File: src/rtl/uatx_pkg.sv
/*
 * constants for the serial transceiver: register indices, bit fields,
 * reset values and frame lengths. assumes a 32-bit apb register bus.
 */
package uatx_pkg;
    // register indices; byte address is four times the index
    localparam logic [7:0] IDX_BAUD = 8'h09;
    localparam logic [7:0] IDX_CTRL_B = 8'h0a;
    localparam logic [7:0] IDX_STAT_A = 8'h0b;
    localparam logic [7:0] IDX_DATA = 8'h0c;
    localparam int ADDR_W = 12;
    // status_a fields
    localparam int SA_RXC = 7;
    localparam int SA_TXC = 6;
    localparam int SA_TX_BUFFER_EMPTY_FLAG = 5;
    localparam int SA_FE = 4;
    localparam int SA_OVR = 3;
    localparam int SA_MULTIPROC_FILTER_MODE = 0;
    localparam logic [7:0] SA_RESET = 8'h20;
    // control_b fields
    localparam int CB_RX_COMPLETE_IRQ_ENABLE = 7;
    localparam int CB_TX_COMPLETE_IRQ_ENABLE = 6;
    localparam int CB_UDRIE = 5;
    localparam int CB_RECEIVER_ENABLE = 4;
    localparam int CB_TRANSMITTER_ENABLE = 3;
    localparam int CB_NINE_BIT_SELECT = 2;
    localparam int CB_RX_NINTH_BIT = 1;
    localparam int CB_TX_NINTH_BIT = 0;
    localparam logic [7:0] CB_RESET = 8'h00;
    // baud divider
    localparam int BAUD_W = 12;
    localparam logic [11:0] BAUD_RESET = 12'h000;
    // oversampling and frames
    localparam logic [3:0] OVS_LAST = 4'hf;
    localparam logic [3:0] SMP_A = 4'h8;
    localparam logic [3:0] SMP_B = 4'h9;
    localparam logic [3:0] SMP_C = 4'ha;
    localparam logic [3:0] FRAME_8 = 4'ha;
    localparam logic [3:0] FRAME_9 = 4'hb;
    localparam logic [3:0] DATA_8 = 4'h8;
    localparam logic [3:0] DATA_9 = 4'h9;
endpackage : uatx_pkg

File: src/rtl/uatx_top.sv
/*
 * serial transceiver with 8/9-bit frames and multi-processor filtering,
 * register file on apb. assumes apb master keeps the request steady
 * until pready; pins are plain synchronous levels.
 */
// The APB slave port is this design's own decision.
// Operation
// - idle transmitter loads shifter on write at once
// - busy transmitter loads after stop bit leaves
// - transfer sets empty flag, start, stop bits
// - nine-bit mode copies ninth bit to shifter
// - start then data lsb first then stop
// - empty flag stays set until next write
// - full stop bit without new data sets complete
// - transmitter enable forces output pin driven
// - receiver samples at sixteen times baud
// - one low idle sample starts start detection
// - two high of samples 8-10 reject start
// - data bits take majority of three samples
// - low stop majority sets framing error
// - frame end moves character, sets receive complete
// - data port reads receive, writes transmit
// - nine-bit mode stores received ninth bit
// - unread character drops new one, overrun buffered
// - receiver enable forces input, pull-up kept
// - address frames marked by high stop/ninth bit
// - filter mode discards data frames silently
// - reading data clears receive complete; irq request
// - vector or written one clears transmit complete
// - data write clears empty flag, set at reset
// - baud is clock over sixteen times divider+1
`timescale 1ns/10ps
module uatx_top (
    input wire logic pclk, // system clock
    input wire logic presetn, // async reset, active low
    input wire logic psel, // apb select
    input wire logic penable, // apb access phase
    input wire logic pwrite, // apb direction
    input wire logic [uatx_pkg::ADDR_W-1:0] paddr, // apb byte address
    input wire logic [31:0] pwdata, // apb write data
    output logic [31:0] prdata, // apb read data
    output logic pready, // apb ready
    output logic pslverr, // apb error, unmapped address
    input wire logic rxd_in, // serial input pin level
    input wire logic txc_vector_taken, // tx complete vector taken
    input wire logic pin_one_direction, // gpio direction, tx pin
    input wire logic port_pin_one, // gpio output value, tx pin
    input wire logic pin_zero_direction, // gpio direction, rx pin
    input wire logic pin_zero_output_bit, // gpio value / pull-up, rx pin
    output logic txd_out, // tx pin output value
    output logic txd_oe, // tx pin output enable
    output logic rxd_oe, // rx pin output enable
    output logic rxd_out, // rx pin output value in gpio use
    output logic rxd_pullup, // rx pin pull-up enable
    output logic rx_irq, // receive complete request
    output logic tx_irq, // transmit complete request
    output logic tx_buffer_empty_flag_irq // data buffer empty request
);
    import uatx_pkg::*;

    typedef enum logic {
        TX_IDLE = 1'b0,
        TX_SHIFT = 1'b1
    } uatx_tx_t;

    ////////////////////////////////////////////////////////////////////
    // register state
    ////////////////////////////////////////////////////////////////////
    logic [7:0] ctrl_ff;
    logic [BAUD_W-1:0] baud_ff;
    logic multiproc_filter_mode_ff;
    logic rxc_ff;
    logic txc_ff;
    logic tx_buffer_empty_flag_ff;
    logic fe_ff;
    logic ovr_ff;
    logic ovr_pend_ff;
    logic rx_ninth_bit_ff;
    logic [7:0] rdr_ff;
    logic [7:0] tdr_ff;

    wire receiver_enable = ctrl_ff[CB_RECEIVER_ENABLE];
    wire transmitter_enable = ctrl_ff[CB_TRANSMITTER_ENABLE];
    wire nine_bit_select = ctrl_ff[CB_NINE_BIT_SELECT];

    ////////////////////////////////////////////////////////////////////
    // apb decode: setup edge raises pready, access edge completes
    ////////////////////////////////////////////////////////////////////
    wire [ADDR_W-1:0] a_baud = {2'b00, IDX_BAUD, 2'b00};
    wire [ADDR_W-1:0] a_ctrl = {2'b00, IDX_CTRL_B, 2'b00};
    wire [ADDR_W-1:0] a_stat = {2'b00, IDX_STAT_A, 2'b00};
    wire [ADDR_W-1:0] a_data = {2'b00, IDX_DATA, 2'b00};
    wire hit_baud = (paddr == a_baud);
    wire hit_ctrl = (paddr == a_ctrl);
    wire hit_stat = (paddr == a_stat);
    wire hit_data = (paddr == a_data);
    wire mapped = hit_baud | hit_ctrl | hit_stat | hit_data;
    wire setup = psel & ~penable;
    wire done_acc = psel & penable & pready;
    wire wr = done_acc & pwrite & mapped;
    wire rd = done_acc & ~pwrite & mapped;
    wire wr_data = wr & hit_data;
    wire rd_data = rd & hit_data;
    wire wr_stat = wr & hit_stat;
    wire wr_ctrl = wr & hit_ctrl;
    wire wr_baud = wr & hit_baud;

    wire [7:0] stat_view = {rxc_ff, txc_ff, tx_buffer_empty_flag_ff, fe_ff, ovr_ff,
                            2'b00, multiproc_filter_mode_ff};
    wire [7:0] ctrl_view = {ctrl_ff[7:2], rx_ninth_bit_ff, ctrl_ff[CB_TX_NINTH_BIT]};
    wire [31:0] rd_mux = hit_data ? {24'h000000, rdr_ff} :
                         hit_stat ? {24'h000000, stat_view} :
                         hit_ctrl ? {24'h000000, ctrl_view} :
                         hit_baud ? {20'h00000, baud_ff} : 32'h00000000;

    always_ff @(posedge pclk or negedge presetn) begin
        if (!presetn) begin
            pready <= 1'b0;
            pslverr <= 1'b0;
            prdata <= 32'h00000000;
        end else begin
            pready <= setup;
            pslverr <= setup & ~mapped;
            if (setup) begin
                prdata <= pwrite ? 32'h00000000 : rd_mux;
            end
        end
    end

    ////////////////////////////////////////////////////////////////////
    // baud generator and bit-rate divider for the transmitter
    ////////////////////////////////////////////////////////////////////
    logic tick16;
    logic [3:0] tx_pre_ff;

    uatx_baud u_baud (
        .pclk(pclk),
        .presetn(presetn),
        .divider(baud_ff),
        .tick16(tick16)
    );

    wire tx_tick = tick16 & (tx_pre_ff == OVS_LAST);

    always_ff @(posedge pclk or negedge presetn) begin
        if (!presetn) begin
            tx_pre_ff <= 4'h0;
        end else if (tick16) begin
            tx_pre_ff <= tx_pre_ff + 4'h1;
        end
    end

    ////////////////////////////////////////////////////////////////////
    // control and baud registers
    ////////////////////////////////////////////////////////////////////
    always_ff @(posedge pclk or negedge presetn) begin
        if (!presetn) begin
            ctrl_ff <= CB_RESET;
            baud_ff <= BAUD_RESET;
            multiproc_filter_mode_ff <= 1'b0;
        end else begin
            if (wr_ctrl) begin
                ctrl_ff <= pwdata[7:0];
            end
            if (wr_baud) begin
                baud_ff <= pwdata[BAUD_W-1:0];
            end
            if (wr_stat) begin
                multiproc_filter_mode_ff <= pwdata[SA_MULTIPROC_FILTER_MODE];
            end
        end
    end

    ////////////////////////////////////////////////////////////////////
    // transmitter
    ////////////////////////////////////////////////////////////////////
    uatx_tx_t tx_st_ff;
    logic [10:0] tsh_ff;
    logic [3:0] tleft_ff;
    logic tx_line_ff;

    wire pending = ~tx_buffer_empty_flag_ff;
    wire stop_done = (tx_st_ff == TX_SHIFT) & tx_tick & (tleft_ff == 4'h0);
    wire idle_load = (tx_st_ff == TX_IDLE) & pending & transmitter_enable;
    wire chain_load = stop_done & pending;
    wire tx_load = idle_load | chain_load;
    wire tx_finish = stop_done & ~pending;
    wire [3:0] frame_len = nine_bit_select ? FRAME_9 : FRAME_8;
    // start bit low, stop bit high, ninth bit at position 9
    wire [10:0] frame = nine_bit_select ? {1'b1, ctrl_ff[CB_TX_NINTH_BIT], tdr_ff, 1'b0} :
                               {1'b1, 1'b1, tdr_ff, 1'b0};
    wire tx_drive = (tx_st_ff == TX_SHIFT) & tx_tick & (tleft_ff != 4'h0);

    always_ff @(posedge pclk or negedge presetn) begin
        if (!presetn) begin
            tx_st_ff <= TX_IDLE;
            tsh_ff <= 11'h7ff;
            tleft_ff <= 4'h0;
            tx_line_ff <= 1'b1;
        end else begin
            if (tx_load) begin
                tx_st_ff <= TX_SHIFT;
                tsh_ff <= frame;
                tleft_ff <= frame_len;
            end else if (tx_finish) begin
                tx_st_ff <= TX_IDLE;
            end else if (tx_drive) begin
                tx_line_ff <= tsh_ff[0];
                tsh_ff <= {1'b1, tsh_ff[10:1]};
                tleft_ff <= tleft_ff - 4'h1;
            end
        end
    end

    always_ff @(posedge pclk or negedge presetn) begin
        if (!presetn) begin
            tdr_ff <= 8'h00;
            tx_buffer_empty_flag_ff <= SA_RESET[SA_TX_BUFFER_EMPTY_FLAG];
            txc_ff <= SA_RESET[SA_TXC];
        end else begin
            if (wr_data) begin
                tdr_ff <= pwdata[7:0];
                tx_buffer_empty_flag_ff <= 1'b0;
            end else if (tx_load) begin
                tx_buffer_empty_flag_ff <= 1'b1;
            end
            // a finishing frame wins over a clear in the same cycle
            if (tx_finish) begin
                txc_ff <= 1'b1;
            end else if (txc_vector_taken | (wr_stat & pwdata[SA_TXC])) begin
                txc_ff <= 1'b0;
            end
        end
    end

    ////////////////////////////////////////////////////////////////////
    // receiver
    ////////////////////////////////////////////////////////////////////
    logic rx_done;
    logic [8:0] rx_data;
    logic rx_stop;

    uatx_rx u_rx (
        .pclk(pclk),
        .presetn(presetn),
        .enable(receiver_enable),
        .nine(nine_bit_select),
        .tick16(tick16),
        .rxd(rxd_in),
        .done(rx_done),
        .data(rx_data),
        .stop_bit(rx_stop)
    );

    wire ninth = nine_bit_select & rx_data[8];
    wire is_addr = nine_bit_select ? rx_data[8] : rx_stop;
    wire keep = rx_done & (~multiproc_filter_mode_ff | is_addr);
    wire rxc_held = rxc_ff & ~rd_data;
    wire accept = keep & ~rxc_held;
    wire overrun = keep & rxc_held;

    always_ff @(posedge pclk or negedge presetn) begin
        if (!presetn) begin
            rdr_ff <= 8'h00;
            rx_ninth_bit_ff <= 1'b0;
            rxc_ff <= SA_RESET[SA_RXC];
            fe_ff <= SA_RESET[SA_FE];
            ovr_ff <= SA_RESET[SA_OVR];
            ovr_pend_ff <= 1'b0;
        end else begin
            if (accept) begin
                rdr_ff <= rx_data[7:0];
                rx_ninth_bit_ff <= ninth;
                rxc_ff <= 1'b1;
                fe_ff <= ~rx_stop;
                ovr_ff <= 1'b0;
            end else if (rd_data) begin
                rxc_ff <= 1'b0;
                ovr_ff <= ovr_pend_ff | overrun;
            end
            if (rd_data) begin
                ovr_pend_ff <= 1'b0;
            end else if (overrun) begin
                ovr_pend_ff <= 1'b1;
            end
        end
    end

    ////////////////////////////////////////////////////////////////////
    // pins and interrupt requests
    ////////////////////////////////////////////////////////////////////
    // transmitter keeps the pin until its frame and pending byte are out
    wire tx_owns = transmitter_enable | (tx_st_ff == TX_SHIFT);

    always_ff @(posedge pclk or negedge presetn) begin
        if (!presetn) begin
            txd_out <= 1'b0;
            txd_oe <= 1'b0;
            rxd_oe <= 1'b0;
            rxd_out <= 1'b0;
            rxd_pullup <= 1'b0;
            rx_irq <= 1'b0;
            tx_irq <= 1'b0;
            tx_buffer_empty_flag_irq <= 1'b0;
        end else begin
            txd_out <= tx_owns ? tx_line_ff : port_pin_one;
            txd_oe <= tx_owns | pin_one_direction;
            rxd_oe <= ~receiver_enable & pin_zero_direction;
            rxd_out <= pin_zero_output_bit;
            rxd_pullup <= (receiver_enable | ~pin_zero_direction)
                          & pin_zero_output_bit;
            rx_irq <= rxc_ff & ctrl_ff[CB_RX_COMPLETE_IRQ_ENABLE];
            tx_irq <= txc_ff & ctrl_ff[CB_TX_COMPLETE_IRQ_ENABLE];
            tx_buffer_empty_flag_irq <= tx_buffer_empty_flag_ff & ctrl_ff[CB_UDRIE];
        end
    end
endmodule : uatx_top

File: src/rtl/uatx_baud.sv
/*
 * baud generator: one pulse per oversampling period, sixteen per bit.
 * assumes the divider value is held stable by software while in use.
 */
`timescale 1ns/10ps
module uatx_baud (
    input wire logic pclk, // system clock
    input wire logic presetn, // async reset, active low
    input wire logic [uatx_pkg::BAUD_W-1:0] divider, // divider value
    output logic tick16 // oversampling pulse
);
    import uatx_pkg::*;

    logic [BAUD_W-1:0] cnt_ff;
    logic [BAUD_W-1:0] nxt_cnt;
    wire at_zero = (cnt_ff == '0);

    // period of divider+1 clocks, so bit = 16*(divider+1)
    assign nxt_cnt = at_zero ? divider : cnt_ff - 1'b1;

    always_ff @(posedge pclk or negedge presetn) begin
        if (!presetn) begin
            cnt_ff <= BAUD_RESET;
            tick16 <= 1'b0;
        end else begin
            cnt_ff <= nxt_cnt;
            tick16 <= at_zero;
        end
    end
endmodule : uatx_baud

File: src/rtl/uatx_rx.sv
/*
 * receive front end: 16x oversampling, start validation and majority
 * vote over samples 8, 9 and 10 of every bit. assumes rxd is synchronous.
 */
`timescale 1ns/10ps
module uatx_rx (
    input wire logic pclk, // system clock
    input wire logic presetn, // async reset, active low
    input wire logic enable, // receiver enabled
    input wire logic nine, // nine data bits
    input wire logic tick16, // oversampling pulse
    input wire logic rxd, // serial input
    output logic done, // one-cycle pulse at end of frame
    output logic [8:0] data, // data bits, lsb in bit 0
    output logic stop_bit // voted stop bit
);
    import uatx_pkg::*;

    typedef enum logic [1:0] {
        RX_IDLE = 2'b00,
        RX_START = 2'b01,
        RX_BITS = 2'b10
    } uatx_rx_t;

    function automatic logic maj3(input logic a, b, c);
        maj3 = (a & b) | (a & c) | (b & c);
    endfunction : maj3

    uatx_rx_t st_ff;
    logic [3:0] smp_ff;
    logic [3:0] bit_ff;
    logic [1:0] vote_ff;
    logic [8:0] sh_ff;
    wire is_vote = (smp_ff == SMP_A) || (smp_ff == SMP_B);
    wire is_decide = (smp_ff == SMP_C);
    wire bit_val = maj3(vote_ff[1], vote_ff[0], rxd);
    wire [3:0] nbits = nine ? DATA_9 : DATA_8;
    wire [8:0] sh_in = {bit_val, sh_ff[8:1]};

    always_ff @(posedge pclk or negedge presetn) begin
        if (!presetn) begin
            st_ff <= RX_IDLE;
            smp_ff <= 4'h0;
            bit_ff <= 4'h0;
            vote_ff <= 2'b00;
            sh_ff <= 9'h000;
            done <= 1'b0;
            data <= 9'h000;
            stop_bit <= 1'b0;
        end else begin
            done <= 1'b0;
            if (!enable) begin
                st_ff <= RX_IDLE;
            end else if (tick16) begin
                smp_ff <= smp_ff + 4'h1;
                if (is_vote) begin
                    vote_ff <= {vote_ff[0], rxd};
                end
                unique case (st_ff)
                    RX_IDLE: begin
                        if (!rxd) begin
                            st_ff <= RX_START;
                            smp_ff <= 4'h2;
                        end
                    end
                    RX_START: begin
                        if (is_decide) begin
                            st_ff <= bit_val ? RX_IDLE : RX_BITS;
                            bit_ff <= 4'h0;
                        end
                    end
                    RX_BITS: begin
                        if (is_decide && bit_ff == nbits) begin
                            st_ff <= RX_IDLE;
                            done <= 1'b1;
                            stop_bit <= bit_val;
                            data <= nine ? sh_ff : {1'b0, sh_ff[8:1]};
                        end else if (is_decide) begin
                            sh_ff <= sh_in;
                            bit_ff <= bit_ff + 4'h1;
                        end
                    end
                    default: st_ff <= RX_IDLE;
                endcase
            end
        end
    end
endmodule : uatx_rx

File: config.mk
export PLATFORM = sky130hd
export DESIGN_NAME = uatx_top
export DESIGN_NICKNAME = d
export VERILOG_FILES = /design/src/rtl/uatx_pkg.sv /design/src/rtl/uatx_top.sv /design/src/rtl/uatx_baud.sv /design/src/rtl/uatx_rx.sv
export SDC_FILE = /design/constraint.sdc
export NUM_CORES = 1
export LEC_CHECK = 0
export BUFFER_PORTS_ARGS = -buffer_cell sky130_fd_sc_hd__buf_2
export CORE_ASPECT_RATIO = 0.8
export CORE_MARGIN = 5
export CORE_UTILIZATION = 45
export CTS_BUF_LIST = sky130_fd_sc_hd__clkbuf_4
export CTS_CLUSTER_DIAMETER = 50
export CTS_CLUSTER_SIZE = 24
export DETAILED_ROUTE_END_ITERATION = 6
export PLACE_DENSITY = 0.78
export SYNTH_ARGS = -nofsm -noshare
export SYNTH_HDL_FRONTEND = slang
export SYNTH_HIERARCHICAL = 1
export SYNTH_SLANG_ARGS = --single-unit
File: constraint.sdc
create_clock -name pclk -period 2.05 [get_ports pclk]
set_input_delay 0.1025 -clock pclk [delete_from_list [all_inputs] [get_ports pclk]]
set_output_delay 0.1025 -clock pclk [all_outputs]
set_load 0.02 [all_outputs]
==> results.sh <==
export IMPL_fp_row_count=38
export IMPL_cts_tree="done"
export IMPL_syn_to_final_growth_pct=18.0
export IMPL_grt_pass1_wl_mm=23.6
export IMPL_ys_flop_type="dfrtp_1"
export IMPL_seqPwrFrac_pct=54.5
export IMPL_num_antenna_cells=0
export IMPL_vias=4622
export IMPL_p_clk_share_pct=33.8
export IMPL_antenna_found_initial=1
export IMPL_slew_limit_headroom_pct=54.6
export IMPL_drive_above_1_share_pct=31.7
export IMPL_dp_hpwl_mm=10.3
export IMPL_ys_seq_area_share_pct=51.9
export IMPL_clock_sinks=130
export IMPL_clk_path_buf_depth=2
export IMPL_synth_area_per_cell_sq_um=11.6
export IMPL_vias_per_cell=5.46
export IMPL_syn_inst=543
export IMPL_synth_top_area_cell="dfrtp_1"
export IMPL_slowest_stage="dlygate4sd3_1"
export IMPL_finalHoldViolCount=0
export IMPL_path_max_fanout=9
export IMPL_synth_warnings=6
export IMPL_static_leakage_power_nw=3.49
export IMPL_synth_edff_count=0
export IMPL_fmax_ghz=0.505
export IMPL_cts_root_buffer="clkbuf_4"
export IMPL_overflow=0
export IMPL_intPower_mw=3.84
export IMPL_setup_viol_count_final=0
export IMPL_firstDrtPassIters=5
export IMPL_post_route_period_util_pct=96.5
export IMPL_synth_seq_cells=130
export IMPL_crit_path_cell_trace="dlygate4sd3_1, buf_2, or3b_2, or3_4, o31ai_4, buf_12, mux2_2"
export IMPL_slowest_delay_ns=0.54
export IMPL_power_density_nw_per_um2=718
export IMPL_cts_buffers=17
export IMPL_die_area_sq_um=16500
export IMPL_start_util_pct=46.1
export IMPL_die_h_um=116
export IMPL_drtAntennaViolNets=0
export IMPL_p_comb_share_pct=11.7
export IMPL_p_switching_mw=1.50
export IMPL_grtUsageTotal_pct=18.1
export IMPL_nFillCells=1157
export IMPL_cp_required_ns=2.47
export IMPL_synthTopCellsByArea="dfrtp_1, mux2_2, dfstp_2, buf_4, nor2_1"
export IMPL_async_flop_share_pct=100
export IMPL_path_clk_slew_ns=0.11
export IMPL_syn_cell_area_sq_um=6290
export IMPL_yosysUniqueCellTypes=66
export IMPL_ir_worst_vdd_v=0.000433
export IMPL_drt_iter0_markers=446
export IMPL_run_status="finished, final reports clean"
export IMPL_start_kind="input pin"
export IMPL_synth_top_area_share_pct=46.9
export IMPL_h_tree_depth=4
export IMPL_port_buffers=56
export IMPL_place_congestion=0.891
export IMPL_final_nets=718
export IMPL_grt_max_degree=53
export IMPL_wire_per_inst_um=16.8
export IMPL_arrival_ns=2.40
export IMPL_p_sw_share_pct=28.1
export IMPL_setup_tns_ns=0
export IMPL_fp_dieW_um=142
export IMPL_worst_hold_path_type="input pin to flop"
export IMPL_wl_mm=14.2
export IMPL_period_needed_ns=1.98
export IMPL_post_route_util_pct=54.4
export IMPL_remaining_drc_errors=0
export IMPL_fin_skew_ns=0.0161
export IMPL_clk_latency_ns=0.53
export IMPL_grt_pass1_vias=4714
export IMPL_num_io_pins=97
export IMPL_slew_violations=0
export IMPL_crit_type="input pin to flop"
export IMPL_maxCapViolCount=0
export IMPL_end_kind="flop"
export IMPL_tightest_slew_ns=0.681
export IMPL_grt_setup_unrepaired="false"
export IMPL_core_region_area_sq_um=13600
==> repair_timing <==
action | in CTS | in global routing
resized for setup | 1 | 3
setup buffers | 0 | 0
endpoints found under the setup margin | 1 | 11
endpoints found under the hold margin | 87 | 0
hold buffers | 23 | 0
==> final timing paths <==
| kind | startpoint | end | slack (ns) | cells after the start |
|---|---|---|---|---|
| max | paddr[0] | rdr_ff[2] | 0.07 | 7 |
| min | paddr[1] | prdata[0] | 0.04 | 5 |
| max reg2reg | ctrl_ff[2] | u_rx/stop_bit | 0.10 | 5 |
| min reg2reg | tsh_ff[0] | tx_line_ff | 0.47 | 2 |
| max in group asynchronous | presetn | rx_irq | 1.20 | 3 |
| min in group asynchronous | presetn | tdr_ff[0] | 0.12 | 2 |
==> stage by stage <==
stage,hold WS [ns],instance area (sq um),power [mW],cells,setup slack (ns)
6_report,0.0405,7430,5.33,846,0.0711
5_1_grt,0.0202,7430,5.61,846,0.00361
4_1_cts,0.000781,7410,5.36,846,0.0681
3_5_place_dp,0.182,6890,3.53,791,0.00871
3_3_place_gp,0.180,6890,3.49,791,0.108
2_1_floorplan,-0.193,6360,3.34,562,0.0272
==> state kept, by name, summed over array words and instances (netlist names), 2 cells and up <==
| name | cells |
|---|---|
| u_rx/st_ff | 2 |
| tsh_ff | 10 |
| rdr_ff | 8 |
| u_rx/vote_ff | 2 |
| u_rx/data | 9 |
| tleft_ff | 4 |
| ctrl_ff | 7 |
| u_baud/cnt_ff | 12 |
| u_rx/sh_ff | 9 |
| tx_pre_ff | 4 |
| tdr_ff | 8 |
| prdata | 12 |
| u_rx/bit_ff | 4 |
| baud_ff | 12 |
| u_rx/smp_ff | 4 |
==> layout make-up <==
type	instances	area, sq um	area share, %
tap	180	225	3.03
inverter	18	67.6	0.910
multi-input combinational	378	2820	37.9
timing repair buffer	108	756	10.2
clock inverter	15	166	2.24
clock buffer	17	128	1.72
sequential	130	3270	44.0
==> synthesized netlist by cell type, drive strengths merged, types with 3 or more instances <==
cell,number
mux2i,5
and2,13
o21a,3
a22o,5
nand2,33
a221o,13
o21bai,5
and3,9
inv,18
buf,24
nor4,5
o211ai,3
nand4,4
o31ai,4
or3b,3
nor3,9
a22oi,7
a21oi,22
a21boi,4
dfrtp,118
xor2,5
nor2b,10
o21ai,17
clkbuf,12
or3,6
ha,10
nand3,12
mux2,67
nor2,38
dfstp,12
xnor2,9
nor3b,7
==> power groups by stage <==
stage | Clock, mW | Combinational, mW | Sequential, mW
after floorplan | 0 | 0.423 | 2.92
after global placement | 0 | 0.566 | 2.93
after detailed placement | 0 | 0.588 | 2.94
after CTS | 1.84 | 0.625 | 2.90
after global routing | 1.97 | 0.697 | 2.94
final | 1.80 | 0.624 | 2.91
==> cell usage in the layout (no fill, tap or decap), types with 12 or more instances in the layout <==
cell             n
o21ai_0         17
dlygate4sd3_1   23
nor2_1          35
a221o_1         13
conb_1          20
nand2_1         33
dfrtp_1        118
clkbuf_4        17
inv_1           18
nand3_1         12
buf_2           55
dfstp_2         12
buf_4           28
mux2_2          67
a21oi_1         22
==> logic make-up (layout without fill, tap and decap cells) <==
logic type | Yosys count | count (layout) | synth area share, %
adder cells (fa/ha/maj) | 11 | 11 | 2.15
flip-flops | 130 | 130 | 51.9
AND/OR/NAND/NOR | 161 | 161 | 15.0
buffers and inverters | 54 | 158 | 4.63
AO/OA/AOI/OAI | 100 | 100 | 11.4
other | 1 | 20 | 0.0596
multiplexers | 72 | 72 | 12.8
XOR/XNOR | 14 | 14 | 1.95
==> critical path: cells and delay by family <==
kind | cells | cell delay [ns]
and+or+nand+nor | 2 | 0.90
muxes | 1 | 0.34
buffers and inverters | 3 | 0.84
AOI/OAI and AO/OA | 1 | 0.22
==> metal layers <==
layer / track usage [%] / wire (um)
met5: 0 / 0
met4: 5.05 / 146
met3: 4.13 / 823
met2: 27.9 / 6500
met1: 25.8 / 6740
No activity file was read; power rests on OpenSTA's default activity.
